--- config.mk ---
export PLATFORM = sky130hd
export DESIGN_NAME = stx_exec
export DESIGN_NICKNAME = d
export VERILOG_FILES = /design/src/stx_pkg.sv /design/src/stx_mem_if.sv /design/src/stx_data_mem.sv /design/src/stx_exec.sv
export SDC_FILE = /design/constraint.sdc
export NUM_CORES = 2
export LEC_CHECK = 0
export BUFFER_PORTS_ARGS = -buffer_cell sky130_fd_sc_hd__buf_2
export CORE_AREA = 2 2 592 594
export CTS_BUF_LIST = sky130_fd_sc_hd__clkbuf_4 sky130_fd_sc_hd__clkbuf_8 sky130_fd_sc_hd__clkbuf_16
export CTS_CLUSTER_SIZE = 24
export DETAILED_ROUTE_END_ITERATION = 10
export DIE_AREA = 0 0 594 596
export PLACE_DENSITY_LB_ADDON = 0.1
export SLEW_MARGIN = 20
export SYNTH_ARGS = -nofsm -noshare
export SYNTH_HDL_FRONTEND = slang
export SYNTH_HIERARCHICAL = 1
export SYNTH_SLANG_ARGS = --single-unit
export TNS_END_PERCENT = 5
--- constraint.sdc ---
create_clock -name clk_sys_in -period 7.96 [get_ports clk_sys_in]
set_clock_uncertainty 0.05 [all_clocks]
set_input_delay 1.592 -clock clk_sys_in [delete_from_list [all_inputs] [get_ports clk_sys_in]]
set_output_delay 1.592 -clock clk_sys_in [all_outputs]
set_load 0.02 [all_outputs]
--- src/stx_pkg.sv ---
// Overview of operation
// - The null-byte skip reads the addressed byte, writes the same value back, and skips the next instruction when it is zero.
// - A met skip turns the next instruction into a dummy cycle, so the skipping instruction takes four cycles instead of three.
// - The copy-and-skip variant loads the byte into the work register and skips when the byte is zero.
// - The bit skip tests the selected bit of the byte and skips only when that bit is zero.
// - The paged table fetch addresses program memory with pointer upper and lower, stores the low byte to memory and the high part to the table-high latch.
// - The final-page table fetch addresses the last page with the pointer lower only, with the same stores.
// - The pre-increment fetches first increment the pointer lower and then fetch with the new pointer.
// - The exclusive-or to work writes work xor byte into the work register and updates only the zero flag.
// - The exclusive-or to memory writes work xor byte into the data byte and updates only the zero flag.
package stx_pkg;
  localparam int STX_DATA_W = 8;
  localparam int STX_ADDR_W = 9;
  localparam int STX_PROG_AW = 13;
  localparam int STX_PROG_DW = 16;
  localparam int STX_SKIP_CYCLES = 3;
  localparam logic [7:0] STX_WORK_RST = 8'h00;
  localparam logic [7:0] STX_PTR_RST = 8'h00;
  localparam logic [7:0] STX_LATCH_RST = 8'h00;

  typedef enum logic [3:0] {
    STX_OP_NONE = 4'h0,
    STX_OP_SKIP_NULL = 4'h1,
    STX_OP_COPY_SKIP = 4'h2,
    STX_OP_SKIP_BIT = 4'h3,
    STX_OP_TAB_PAGED = 4'h4,
    STX_OP_TAB_FINAL = 4'h5,
    STX_OP_ITAB_PAGED = 4'h6,
    STX_OP_ITAB_FINAL = 4'h7,
    STX_OP_XOR_WORK = 4'h8,
    STX_OP_XOR_MEM = 4'h9
  } stx_op_e;

  typedef enum logic [2:0] {
    STX_ST_IDLE = 3'b000,
    STX_ST_READ = 3'b001,
    STX_ST_EXEC = 3'b010,
    STX_ST_TFETCH = 3'b011,
    STX_ST_DUMMY = 3'b100
  } stx_state_e;
endpackage

--- src/stx_mem_if.sv ---
`timescale 1ns/1ps
interface stx_mem_if;
  import stx_pkg::*;
  logic rd_en;
  logic wr_en;
  logic [STX_ADDR_W-1:0] addr;
  logic [STX_DATA_W-1:0] wdata;
  logic [STX_DATA_W-1:0] rdata;
  modport core (output rd_en, output wr_en, output addr, output wdata, input rdata);
  modport mem (input rd_en, input wr_en, input addr, input wdata, output rdata);
endinterface

--- src/stx_data_mem.sv ---
`timescale 1ns/1ps
module stx_data_mem
  import stx_pkg::*;
#(
  parameter int DEPTH = 512
) (
  input wire logic clk_sys_in,
  stx_mem_if.mem port
);
  logic [STX_DATA_W-1:0] mem_r [DEPTH];
  logic [STX_DATA_W-1:0] rdata_r;

  // Registered read, write-first not needed
  always_ff @(posedge clk_sys_in) begin
    if (port.wr_en) begin
      mem_r[port.addr] <= port.wdata;
    end
    if (port.rd_en) begin
      rdata_r <= mem_r[port.addr];
    end
  end

  assign port.rdata = rdata_r;
endmodule

--- src/stx_exec.sv ---
`timescale 1ns/1ps
module stx_exec
  import stx_pkg::*;
(
  // Clock and reset
  input wire logic clk_sys_in,
  input wire logic rst_in,
  // Instruction issue
  input wire logic issue_in,
  input wire stx_pkg::stx_op_e op_in,
  input wire logic [stx_pkg::STX_ADDR_W-1:0] addr_in,
  input wire logic [2:0] bit_sel_in,
  // Pointer preset
  input wire logic ptr_load_in,
  input wire logic [7:0] ptr_upper_in,
  input wire logic [7:0] ptr_lower_in,
  // Program memory table port
  output logic prog_rd_out,
  output logic [stx_pkg::STX_PROG_AW-1:0] prog_addr_out,
  input wire logic [stx_pkg::STX_PROG_DW-1:0] prog_data_in,
  // Core status
  output logic busy_out,
  output logic done_out,
  output logic skip_out,
  output logic zero_flag_out,
  output logic [7:0] work_register_out,
  output logic [7:0] table_high_latch_out,
  output logic [7:0] table_pointer_lower_out
);
  import stx_pkg::*;

  typedef struct packed {
    stx_state_e st;
    stx_op_e op;
    logic [STX_ADDR_W-1:0] addr;
    logic [2:0] bsel;
    logic [7:0] work;
    logic [7:0] ptr_hi;
    logic [7:0] ptr_lo;
    logic [7:0] tlatch;
    logic zf;
    logic prd;
    logic [STX_PROG_AW-1:0] paddr;
    logic busy;
    logic done;
    logic skip;
    logic mrd;
    logic mwr;
    logic [STX_ADDR_W-1:0] maddr;
    logic [STX_DATA_W-1:0] mwdata;
  } stx_state_s;

  stx_state_s s_r;
  stx_state_s s_nxt;
  stx_mem_if mif ();

  stx_data_mem u_mem (
    .clk_sys_in(clk_sys_in),
    .port(mif.mem)
  );

  assign mif.rd_en = s_r.mrd;
  assign mif.wr_en = s_r.mwr;
  assign mif.addr = s_r.maddr;
  assign mif.wdata = s_r.mwdata;

  logic [7:0] byte_v;
  logic [7:0] xor_v;
  logic is_null;
  assign byte_v = mif.rdata;
  assign xor_v = s_r.work ^ byte_v;
  assign is_null = (byte_v == 8'h00);

  always_comb begin
    s_nxt = s_r;
    s_nxt.done = 1'b0;
    s_nxt.mrd = 1'b0;
    s_nxt.mwr = 1'b0;
    s_nxt.prd = 1'b0;
    unique case (s_r.st)
      STX_ST_IDLE: begin
        s_nxt.skip = 1'b0;
        if (ptr_load_in) begin
          s_nxt.ptr_hi = ptr_upper_in;
          s_nxt.ptr_lo = ptr_lower_in;
        end
        if (issue_in && op_in != STX_OP_NONE) begin
          s_nxt.op = op_in;
          s_nxt.addr = addr_in;
          s_nxt.bsel = bit_sel_in;
          s_nxt.busy = 1'b1;
          s_nxt.maddr = addr_in;
          if (op_in inside {STX_OP_TAB_PAGED, STX_OP_TAB_FINAL, STX_OP_ITAB_PAGED, STX_OP_ITAB_FINAL}) begin
            s_nxt.st = STX_ST_TFETCH;
            if (op_in inside {STX_OP_ITAB_PAGED, STX_OP_ITAB_FINAL}) begin
              s_nxt.ptr_lo = s_nxt.ptr_lo + 8'h01;
            end
            s_nxt.prd = 1'b1;
            if (op_in inside {STX_OP_TAB_PAGED, STX_OP_ITAB_PAGED}) begin
              s_nxt.paddr = STX_PROG_AW'({s_nxt.ptr_hi, s_nxt.ptr_lo});
            end else begin
              s_nxt.paddr = {{(STX_PROG_AW-8){1'b1}}, s_nxt.ptr_lo};
            end
          end else begin
            s_nxt.st = STX_ST_READ;
            s_nxt.mrd = 1'b1;
          end
        end
      end
      STX_ST_READ: begin
        s_nxt.st = STX_ST_EXEC;
      end
      STX_ST_EXEC: begin
        s_nxt.st = STX_ST_IDLE;
        s_nxt.busy = 1'b0;
        s_nxt.done = 1'b1;
        unique case (s_r.op)
          STX_OP_SKIP_NULL: begin
            s_nxt.mwr = 1'b1;
            s_nxt.mwdata = byte_v;
            s_nxt.skip = is_null;
          end
          STX_OP_COPY_SKIP: begin
            s_nxt.work = byte_v;
            s_nxt.skip = is_null;
          end
          STX_OP_SKIP_BIT: begin
            s_nxt.skip = ~byte_v[s_r.bsel];
          end
          STX_OP_XOR_WORK: begin
            s_nxt.work = xor_v;
            s_nxt.zf = (xor_v == 8'h00);
          end
          STX_OP_XOR_MEM: begin
            s_nxt.mwr = 1'b1;
            s_nxt.mwdata = xor_v;
            s_nxt.zf = (xor_v == 8'h00);
          end
          default: begin
            s_nxt.skip = 1'b0;
          end
        endcase
        if (s_nxt.skip) begin
          s_nxt.st = STX_ST_DUMMY;
          s_nxt.busy = 1'b1;
          s_nxt.done = 1'b0;
        end
      end
      STX_ST_TFETCH: begin
        s_nxt.mwr = 1'b1;
        s_nxt.mwdata = prog_data_in[7:0];
        s_nxt.tlatch = prog_data_in[15:8];
        s_nxt.st = STX_ST_IDLE;
        s_nxt.busy = 1'b0;
        s_nxt.done = 1'b1;
      end
      STX_ST_DUMMY: begin
        s_nxt.st = STX_ST_IDLE;
        s_nxt.busy = 1'b0;
        s_nxt.done = 1'b1;
      end
      default: begin
        s_nxt.st = STX_ST_IDLE;
        s_nxt.busy = 1'b0;
      end
    endcase
  end

  always_ff @(posedge clk_sys_in or posedge rst_in) begin
    if (rst_in) begin
      s_r <= '{st: STX_ST_IDLE, op: STX_OP_NONE, work: STX_WORK_RST, ptr_hi: STX_PTR_RST,
               ptr_lo: STX_PTR_RST, tlatch: STX_LATCH_RST, default: '0};
    end else begin
      s_r <= s_nxt;
    end
  end

  assign prog_rd_out = s_r.prd;
  assign prog_addr_out = s_r.paddr;
  assign busy_out = s_r.busy;
  assign done_out = s_r.done;
  assign skip_out = s_r.skip;
  assign zero_flag_out = s_r.zf;
  assign work_register_out = s_r.work;
  assign table_high_latch_out = s_r.tlatch;
  assign table_pointer_lower_out = s_r.ptr_lo;

  property p_skip_null_wb;
    @(posedge clk_sys_in) disable iff (rst_in)
    (s_r.st == STX_ST_EXEC && s_r.op == STX_OP_SKIP_NULL) |=> (s_r.mwr && s_r.mwdata == $past(byte_v));
  endproperty
  a_skip_null_wb: assert property (p_skip_null_wb) else $error("write-back value wrong");

  property p_skip_three;
    @(posedge clk_sys_in) disable iff (rst_in)
    (s_r.st == STX_ST_EXEC && s_nxt.skip) |=> (s_r.st == STX_ST_DUMMY && !s_r.done) ##1 (s_r.done && s_r.skip);
  endproperty
  a_skip_three: assert property (p_skip_three) else $error("skip not three cycles");

  property p_copy;
    @(posedge clk_sys_in) disable iff (rst_in)
    (s_r.st == STX_ST_EXEC && s_r.op == STX_OP_COPY_SKIP) |=> (s_r.work == $past(byte_v)) && (s_r.skip == $past(is_null));
  endproperty
  a_copy: assert property (p_copy) else $error("copy-and-skip wrong");

  property p_bit;
    @(posedge clk_sys_in) disable iff (rst_in)
    (s_r.st == STX_ST_EXEC && s_r.op == STX_OP_SKIP_BIT) |=> (s_r.skip == !$past(byte_v[s_r.bsel]));
  endproperty
  a_bit: assert property (p_bit) else $error("bit skip wrong");

  property p_tab_paged;
    @(posedge clk_sys_in) disable iff (rst_in)
    (s_r.st == STX_ST_TFETCH && s_r.op == STX_OP_TAB_PAGED) |->
      (s_r.paddr == STX_PROG_AW'({s_r.ptr_hi, s_r.ptr_lo})) ##1 (s_r.tlatch == $past(prog_data_in[15:8]));
  endproperty
  a_tab_paged: assert property (p_tab_paged) else $error("paged fetch wrong");

  property p_tab_final;
    @(posedge clk_sys_in) disable iff (rst_in)
    (s_r.st == STX_ST_TFETCH && s_r.op == STX_OP_TAB_FINAL) |->
      (s_r.paddr[STX_PROG_AW-1:8] == '1 && s_r.paddr[7:0] == s_r.ptr_lo) ##1 (s_r.mwdata == $past(prog_data_in[7:0]));
  endproperty
  a_tab_final: assert property (p_tab_final) else $error("final-page fetch wrong");

  property p_preinc;
    @(posedge clk_sys_in) disable iff (rst_in)
    (s_r.st == STX_ST_IDLE && issue_in && op_in inside {STX_OP_ITAB_PAGED, STX_OP_ITAB_FINAL} && !ptr_load_in)
      |=> (s_r.ptr_lo == $past(s_r.ptr_lo) + 8'h01) && (s_r.paddr[7:0] == s_r.ptr_lo);
  endproperty
  a_preinc: assert property (p_preinc) else $error("pointer not pre-incremented");

  property p_xor_work;
    @(posedge clk_sys_in) disable iff (rst_in)
    (s_r.st == STX_ST_EXEC && s_r.op == STX_OP_XOR_WORK) |=> (s_r.work == $past(xor_v)) && (s_r.zf == (s_r.work == 8'h00));
  endproperty
  a_xor_work: assert property (p_xor_work) else $error("xor to work wrong");

  property p_xor_mem;
    @(posedge clk_sys_in) disable iff (rst_in)
    (s_r.st == STX_ST_EXEC && s_r.op == STX_OP_XOR_MEM) |=> s_r.mwr && (s_r.mwdata == $past(xor_v)) && $stable(s_r.work)
      && (s_r.zf == (s_r.mwdata == 8'h00));
  endproperty
  a_xor_mem: assert property (p_xor_mem) else $error("xor to memory wrong");

  property p_flags_kept;
    @(posedge clk_sys_in) disable iff (rst_in)
    (s_r.st inside {STX_ST_TFETCH, STX_ST_DUMMY} ||
     (s_r.st == STX_ST_EXEC && s_r.op inside {STX_OP_SKIP_NULL, STX_OP_COPY_SKIP, STX_OP_SKIP_BIT})) |=> $stable(s_r.zf);
  endproperty
  a_flags_kept: assert property (p_flags_kept) else $error("flag changed by skip or table op");
endmodule

==> summary.md <==
| Metric | Value |
|---|---|
| Critical path depth in cells | `10` |
| Highest cell delay on the worst timing path | `0.87 ns` |
| Most used flip-flop cell after synthesis | `sky130_fd_sc_hd__edfxtp_1` |
| Transition at the pin with the smallest max-transition slack | `1.41 ns` |
| Final-report setup violation count | `0` |
| Vias per std cell | `6.31` |
| Most frequent cell on the critical path | `sky130_fd_sc_hd__buf_4` |
| Die Span Y | `596 um` |
| Worst slew margin relative to its limit | `0.0519` |
| Syn. warnings | `6` |
| FP Rows | `217` |
| Global-route wire length before repair | `642000 um` |
| Setup Crit Path Kind | `reg -> reg` |
| Cell area reported after detailed placement | `0.168 mm2` |
| Final standard cell count with taps included and fillers excluded | `13200` |
| Slowest CP cell | `sky130_fd_sc_hd__dfrtp_4` |
| Count of hold buffers inserted by post-cts repair | `0` |
| Clock insertion delay at the later pin of the skew report | `1.00 ns` |
| Shortest period the worst path allows | `6.14 ns` |
| Number of antenna violations at the first check in global routing | `35` |
| Clock network fraction of total power | `0.311` |
| Post-DP HPWL | `283000 um` |
| Worst-case vdd ir drop | `0.000289 V` |
| Count of buffer and inverter cells on the critical path | `3` |
| Final number of hold-violating endpoints | `0` |
| Routed vias | `83000` |
| Clock Sinks | `4180` |
| Sequential area share after synthesis | `0.769` |
| Initial core utilization | `0.468` |
| Number of top-level design ports | `94` |
| R2R cell count | `10` |
| Seq pwr share | `0.446` |
| Type of origin of the critical path | `flop` |
| Weighted congestion at the end of routability-driven global placement | `0.847` |
| Quantity of gates resized following cts | `0` |
| Post-placement setup slack | `1.86 ns` |
| Worst reg2reg endpoint | `u_mem/port.rdata[7]` |
| Total grt overflow | `0` |
| Async SR Flop Fraction | `0.0182` |
| Leak | `57.5 nW` |
| TNS Setup | `0 ns` |
| Top cell family by delay on the critical path | `simple AND/OR/NAND/NOR gates` |
| Area growth, synth to finish | `12.1%` |
| Horiz. Die Dim | `594 um` |
| Dominant cells by area after synthesis | `sky130_fd_sc_hd__edfxtp_1 76%, sky130_fd_sc_hd__mux4_2 11%, sky130_fd_sc_hd__mux2i_1 2.8%` |
| Power, Total | `63.6 mW` |
| Logic gate share of total power | `0.243` |
| Number of buffers created by CTS | `432` |
| Switching power | `19.8 mW` |
| Max H-tree Level | `5` |
| Hold/Removal Path Class | `reg -> reg` |
| Number of flops mapped to enable cells by yosys | `4104` |
| Number of distinct standard cells referenced by the synthesized netlist | `82` |
| Total iterations of the first detailed-routing run | `7` |
| Total DRC errors in the routed layout | `0` |
| Routed len/inst | `35.1 um` |
| GRT Overall Usage | `0.258` |
| Core area | `0.348 mm2` |
| Capture point of the worst path | `u_mem/port.rdata[7]` |
| TritonCTS clock tree | `yes` |
| CTS Root Cell | `sky130_fd_sc_hd__clkbuf_16` |
| Postcts setup bufs | `0` |
| Post-synthesis instance area | `0.163 mm2` |
| Power Internal | `43.8 mW` |
| Clock Path Buffers | `4` |
| Setup slack of the most critical reg-to-reg path | `1.82 ns` |
| Clock-pin transition on the worst setup and hold timing paths | `0.06 ns` |
| Number of max-cap violations | `0` |
| Worst endpoint data arrival time | `6.65 ns` |
| Final Cycle Share | `0.771` |
| Final antenna-violating net count | `0` |
| Status | `finished, final reports clean` |
| Count of state elements after synthesis | `4180` |
| Initial detailed-routing violation count | `10600` |
| Leading cell type by number of instances after synthesis | `sky130_fd_sc_hd__edfxtp_1` |
| Number of nets produced by synthesis | `8058` |
| Critical Path Start | `mif.addr[1]` |
| Layout cells sized above 1 | `0.228` |
| Cell type with the highest aggregate area in the netlist | `sky130_fd_sc_hd__edfxtp_1` |
| Number of nets in the layout | `8250` |
| Nature of the critical path endpoint | `flop` |
| Total routed wirelength | `462000 um` |
| Buffers on Ports | `90` |
| Max Fanout on Critical Path | `31` |
| Critical register-to-register path startpoint | `mif.addr[1]` |
| Overall die area | `0.354 mm2` |
| Worst Slack Setup Final | `1.82 ns` |
| Setup repair after global routing missed its margin | `no` |
| Sequence of cells on the critical path | `buf_4 > buf_4 > mux2i_1 > o22ai_1 > nor4_1 > a31oi_1 > nor4_1 > buf_4 > nor4bb_1 > nand4_1` |
| Pins over their slew limit | `0` |
| Vias in the first global route | `81900` |
| Gate count of the mapped netlist | `8005` |
| Power density over cell area | `349 mW/mm2` |
| Final std cell area, no fill | `0.182 mm2` |
| Largest net degree at the start of global routing | `190` |
| Post-Syn Area per Cell | `20.3 um2` |
| DP Cell Count | `12400` |
| List of most frequent post-synthesis cells | `4104 x sky130_fd_sc_hd__edfxtp_1, 817 x sky130_fd_sc_hd__mux4_2, 572 x sky130_fd_sc_hd__nor2_1, 449 x sky130_fd_sc_hd__mux2i_1, 217 x sky130_fd_sc_hd__clkbuf_1` |
| Worst endpoint required time | `8.47 ns` |
| Achievable clock frequency | `163 MHz` |
| Top-area cell type share of the netlist area | `0.757` |
| Sw Ratio | `0.311` |
[power by group through the flow]
stage | clock network (mW) | logic, mW | registers (mW)
after detailed placement | 0 | 15.4 | 28.9
after global placement | 0 | 15.2 | 28.8
final | 19.8 | 15.4 | 28.4
after floorplan | 0 | 7.90 | 31.2
after CTS | 20.1 | 15.5 | 28.4
after global routing | 21.0 | 16.2 | 28.4
[layout make-up]
cell class | instances | area [um2]
fill | 27100 | 165000
sequential | 4180 | 125000
multi-input combinational | 3262 | 34900
clock buffer | 545 | 11700
tap | 4599 | 5750
timing repair buffer | 310 | 2590
clock inverter | 244 | 2140
inverter | 11 | 48.8
antenna | 12 | 30.0
[flip-flops by register name, summed over array words and instances (netlist names), 8 cells and up]
register,count
u_mem/mem_r,4096
s_r,15
prog_addr_out,13
mif.addr,9
mif.wdata,8
table_high_latch_out,8
table_pointer_lower_out,8
u_mem/port.rdata,8
work_register_out,8
[worst reg2reg max path: stages (launching register included)]
cell and delay [ns]:
sky130_fd_sc_hd__dfrtp_4 0.87, sky130_fd_sc_hd__buf_4 0.73, sky130_fd_sc_hd__buf_4 0.58, sky130_fd_sc_hd__mux2i_1 0.32, sky130_fd_sc_hd__o22ai_1 0.10, sky130_fd_sc_hd__nor4_1 0.77
sky130_fd_sc_hd__a31oi_1 0.28, sky130_fd_sc_hd__nor4_1 0.37, sky130_fd_sc_hd__buf_4 0.24, sky130_fd_sc_hd__nor4bb_1 0.86, sky130_fd_sc_hd__nand4_1 0.54
[per-stage QoR]
step / hold slack [ns] / utilization
3_5_place_dp: 0.413 / 0.484
4_1_cts: 0.425 / 0.524
2_1_floorplan: 0.397 / -
6_report: 0.419 / 0.525
3_3_place_gp: 0.411 / 0.484
5_1_grt: 0.452 / 0.524
[cells in the final DEF, fill, tap and decap left out, types with 11 or more instances in the layout]
cell type	count
sky130_fd_sc_hd__inv_6	14
sky130_fd_sc_hd__a211oi_1	39
sky130_fd_sc_hd__o211ai_1	14
sky130_fd_sc_hd__o22ai_1	118
sky130_fd_sc_hd__a22oi_1	180
sky130_fd_sc_hd__nor4_1	36
sky130_fd_sc_hd__buf_4	181
sky130_fd_sc_hd__nand3_1	43
sky130_fd_sc_hd__diode_2	12
sky130_fd_sc_hd__and2_1	16
sky130_fd_sc_hd__nor3_1	31
sky130_fd_sc_hd__buf_2	90
sky130_fd_sc_hd__nand2_1	173
sky130_fd_sc_hd__mux4_2	817
sky130_fd_sc_hd__a32oi_1	26
sky130_fd_sc_hd__bufinv_16	30
sky130_fd_sc_hd__edfxtp_1	4104
sky130_fd_sc_hd__clkinv_1	93
sky130_fd_sc_hd__o221ai_1	12
sky130_fd_sc_hd__a2111oi_0	12
sky130_fd_sc_hd__mux2_2	41
sky130_fd_sc_hd__nor2_1	564
sky130_fd_sc_hd__nor3b_1	18
sky130_fd_sc_hd__buf_12	37
sky130_fd_sc_hd__dfrtp_1	63
sky130_fd_sc_hd__clkbuf_4	104
sky130_fd_sc_hd__a21oi_1	93
sky130_fd_sc_hd__o21ai_0	59
sky130_fd_sc_hd__clkinv_2	81
sky130_fd_sc_hd__a31oi_1	75
sky130_fd_sc_hd__a22o_1	49
sky130_fd_sc_hd__mux2i_1	447
sky130_fd_sc_hd__xnor2_1	11
sky130_fd_sc_hd__nand4_1	52
sky130_fd_sc_hd__dfrtp_4	12
sky130_fd_sc_hd__and3_1	25
sky130_fd_sc_hd__nor2b_1	26
sky130_fd_sc_hd__a221oi_1	92
sky130_fd_sc_hd__clkbuf_16	435
[routing by layer]
metal	wire, um	global-route usage	vias to the layer above
li1	-	-	33700
met1	192000	0.373	44800
met2	214000	0.396	3775
met3	42300	0.0563	657
met4	14100	0.0734	12
met5	82	0	-
[kinds of logic after synthesis]
family                   count (synthesis)  share of synthesized area
AND/OR/NAND/NOR                       1104                     0.0314
AO/OA/AOI/OAI                          835                     0.0368
buffers and inverters                  563                     0.0183
flip-flops                            4180                      0.769
XOR/XNOR                                15                   0.000807
adder cells (fa/ha/maj)                  1                  0.0000769
multiplexers                          1307                      0.144
[worst min path at each step]
stage          cells after the start                      end  slack [ns]               startpoint
6_report                           2  table_high_latch_out[2]        0.42  table_high_latch_out[2]
5_1_grt                            2  table_high_latch_out[7]        0.45  table_high_latch_out[7]
4_1_cts                            2  table_high_latch_out[2]        0.42  table_high_latch_out[2]
3_5_place_dp                       2  table_high_latch_out[2]        0.41  table_high_latch_out[2]
3_3_place_gp                       2         prog_addr_out[5]        0.41         prog_addr_out[5]
2_1_floorplan                      2  table_high_latch_out[0]        0.40  table_high_latch_out[0]
Note: power is estimated with default switching activity, not from simulation.
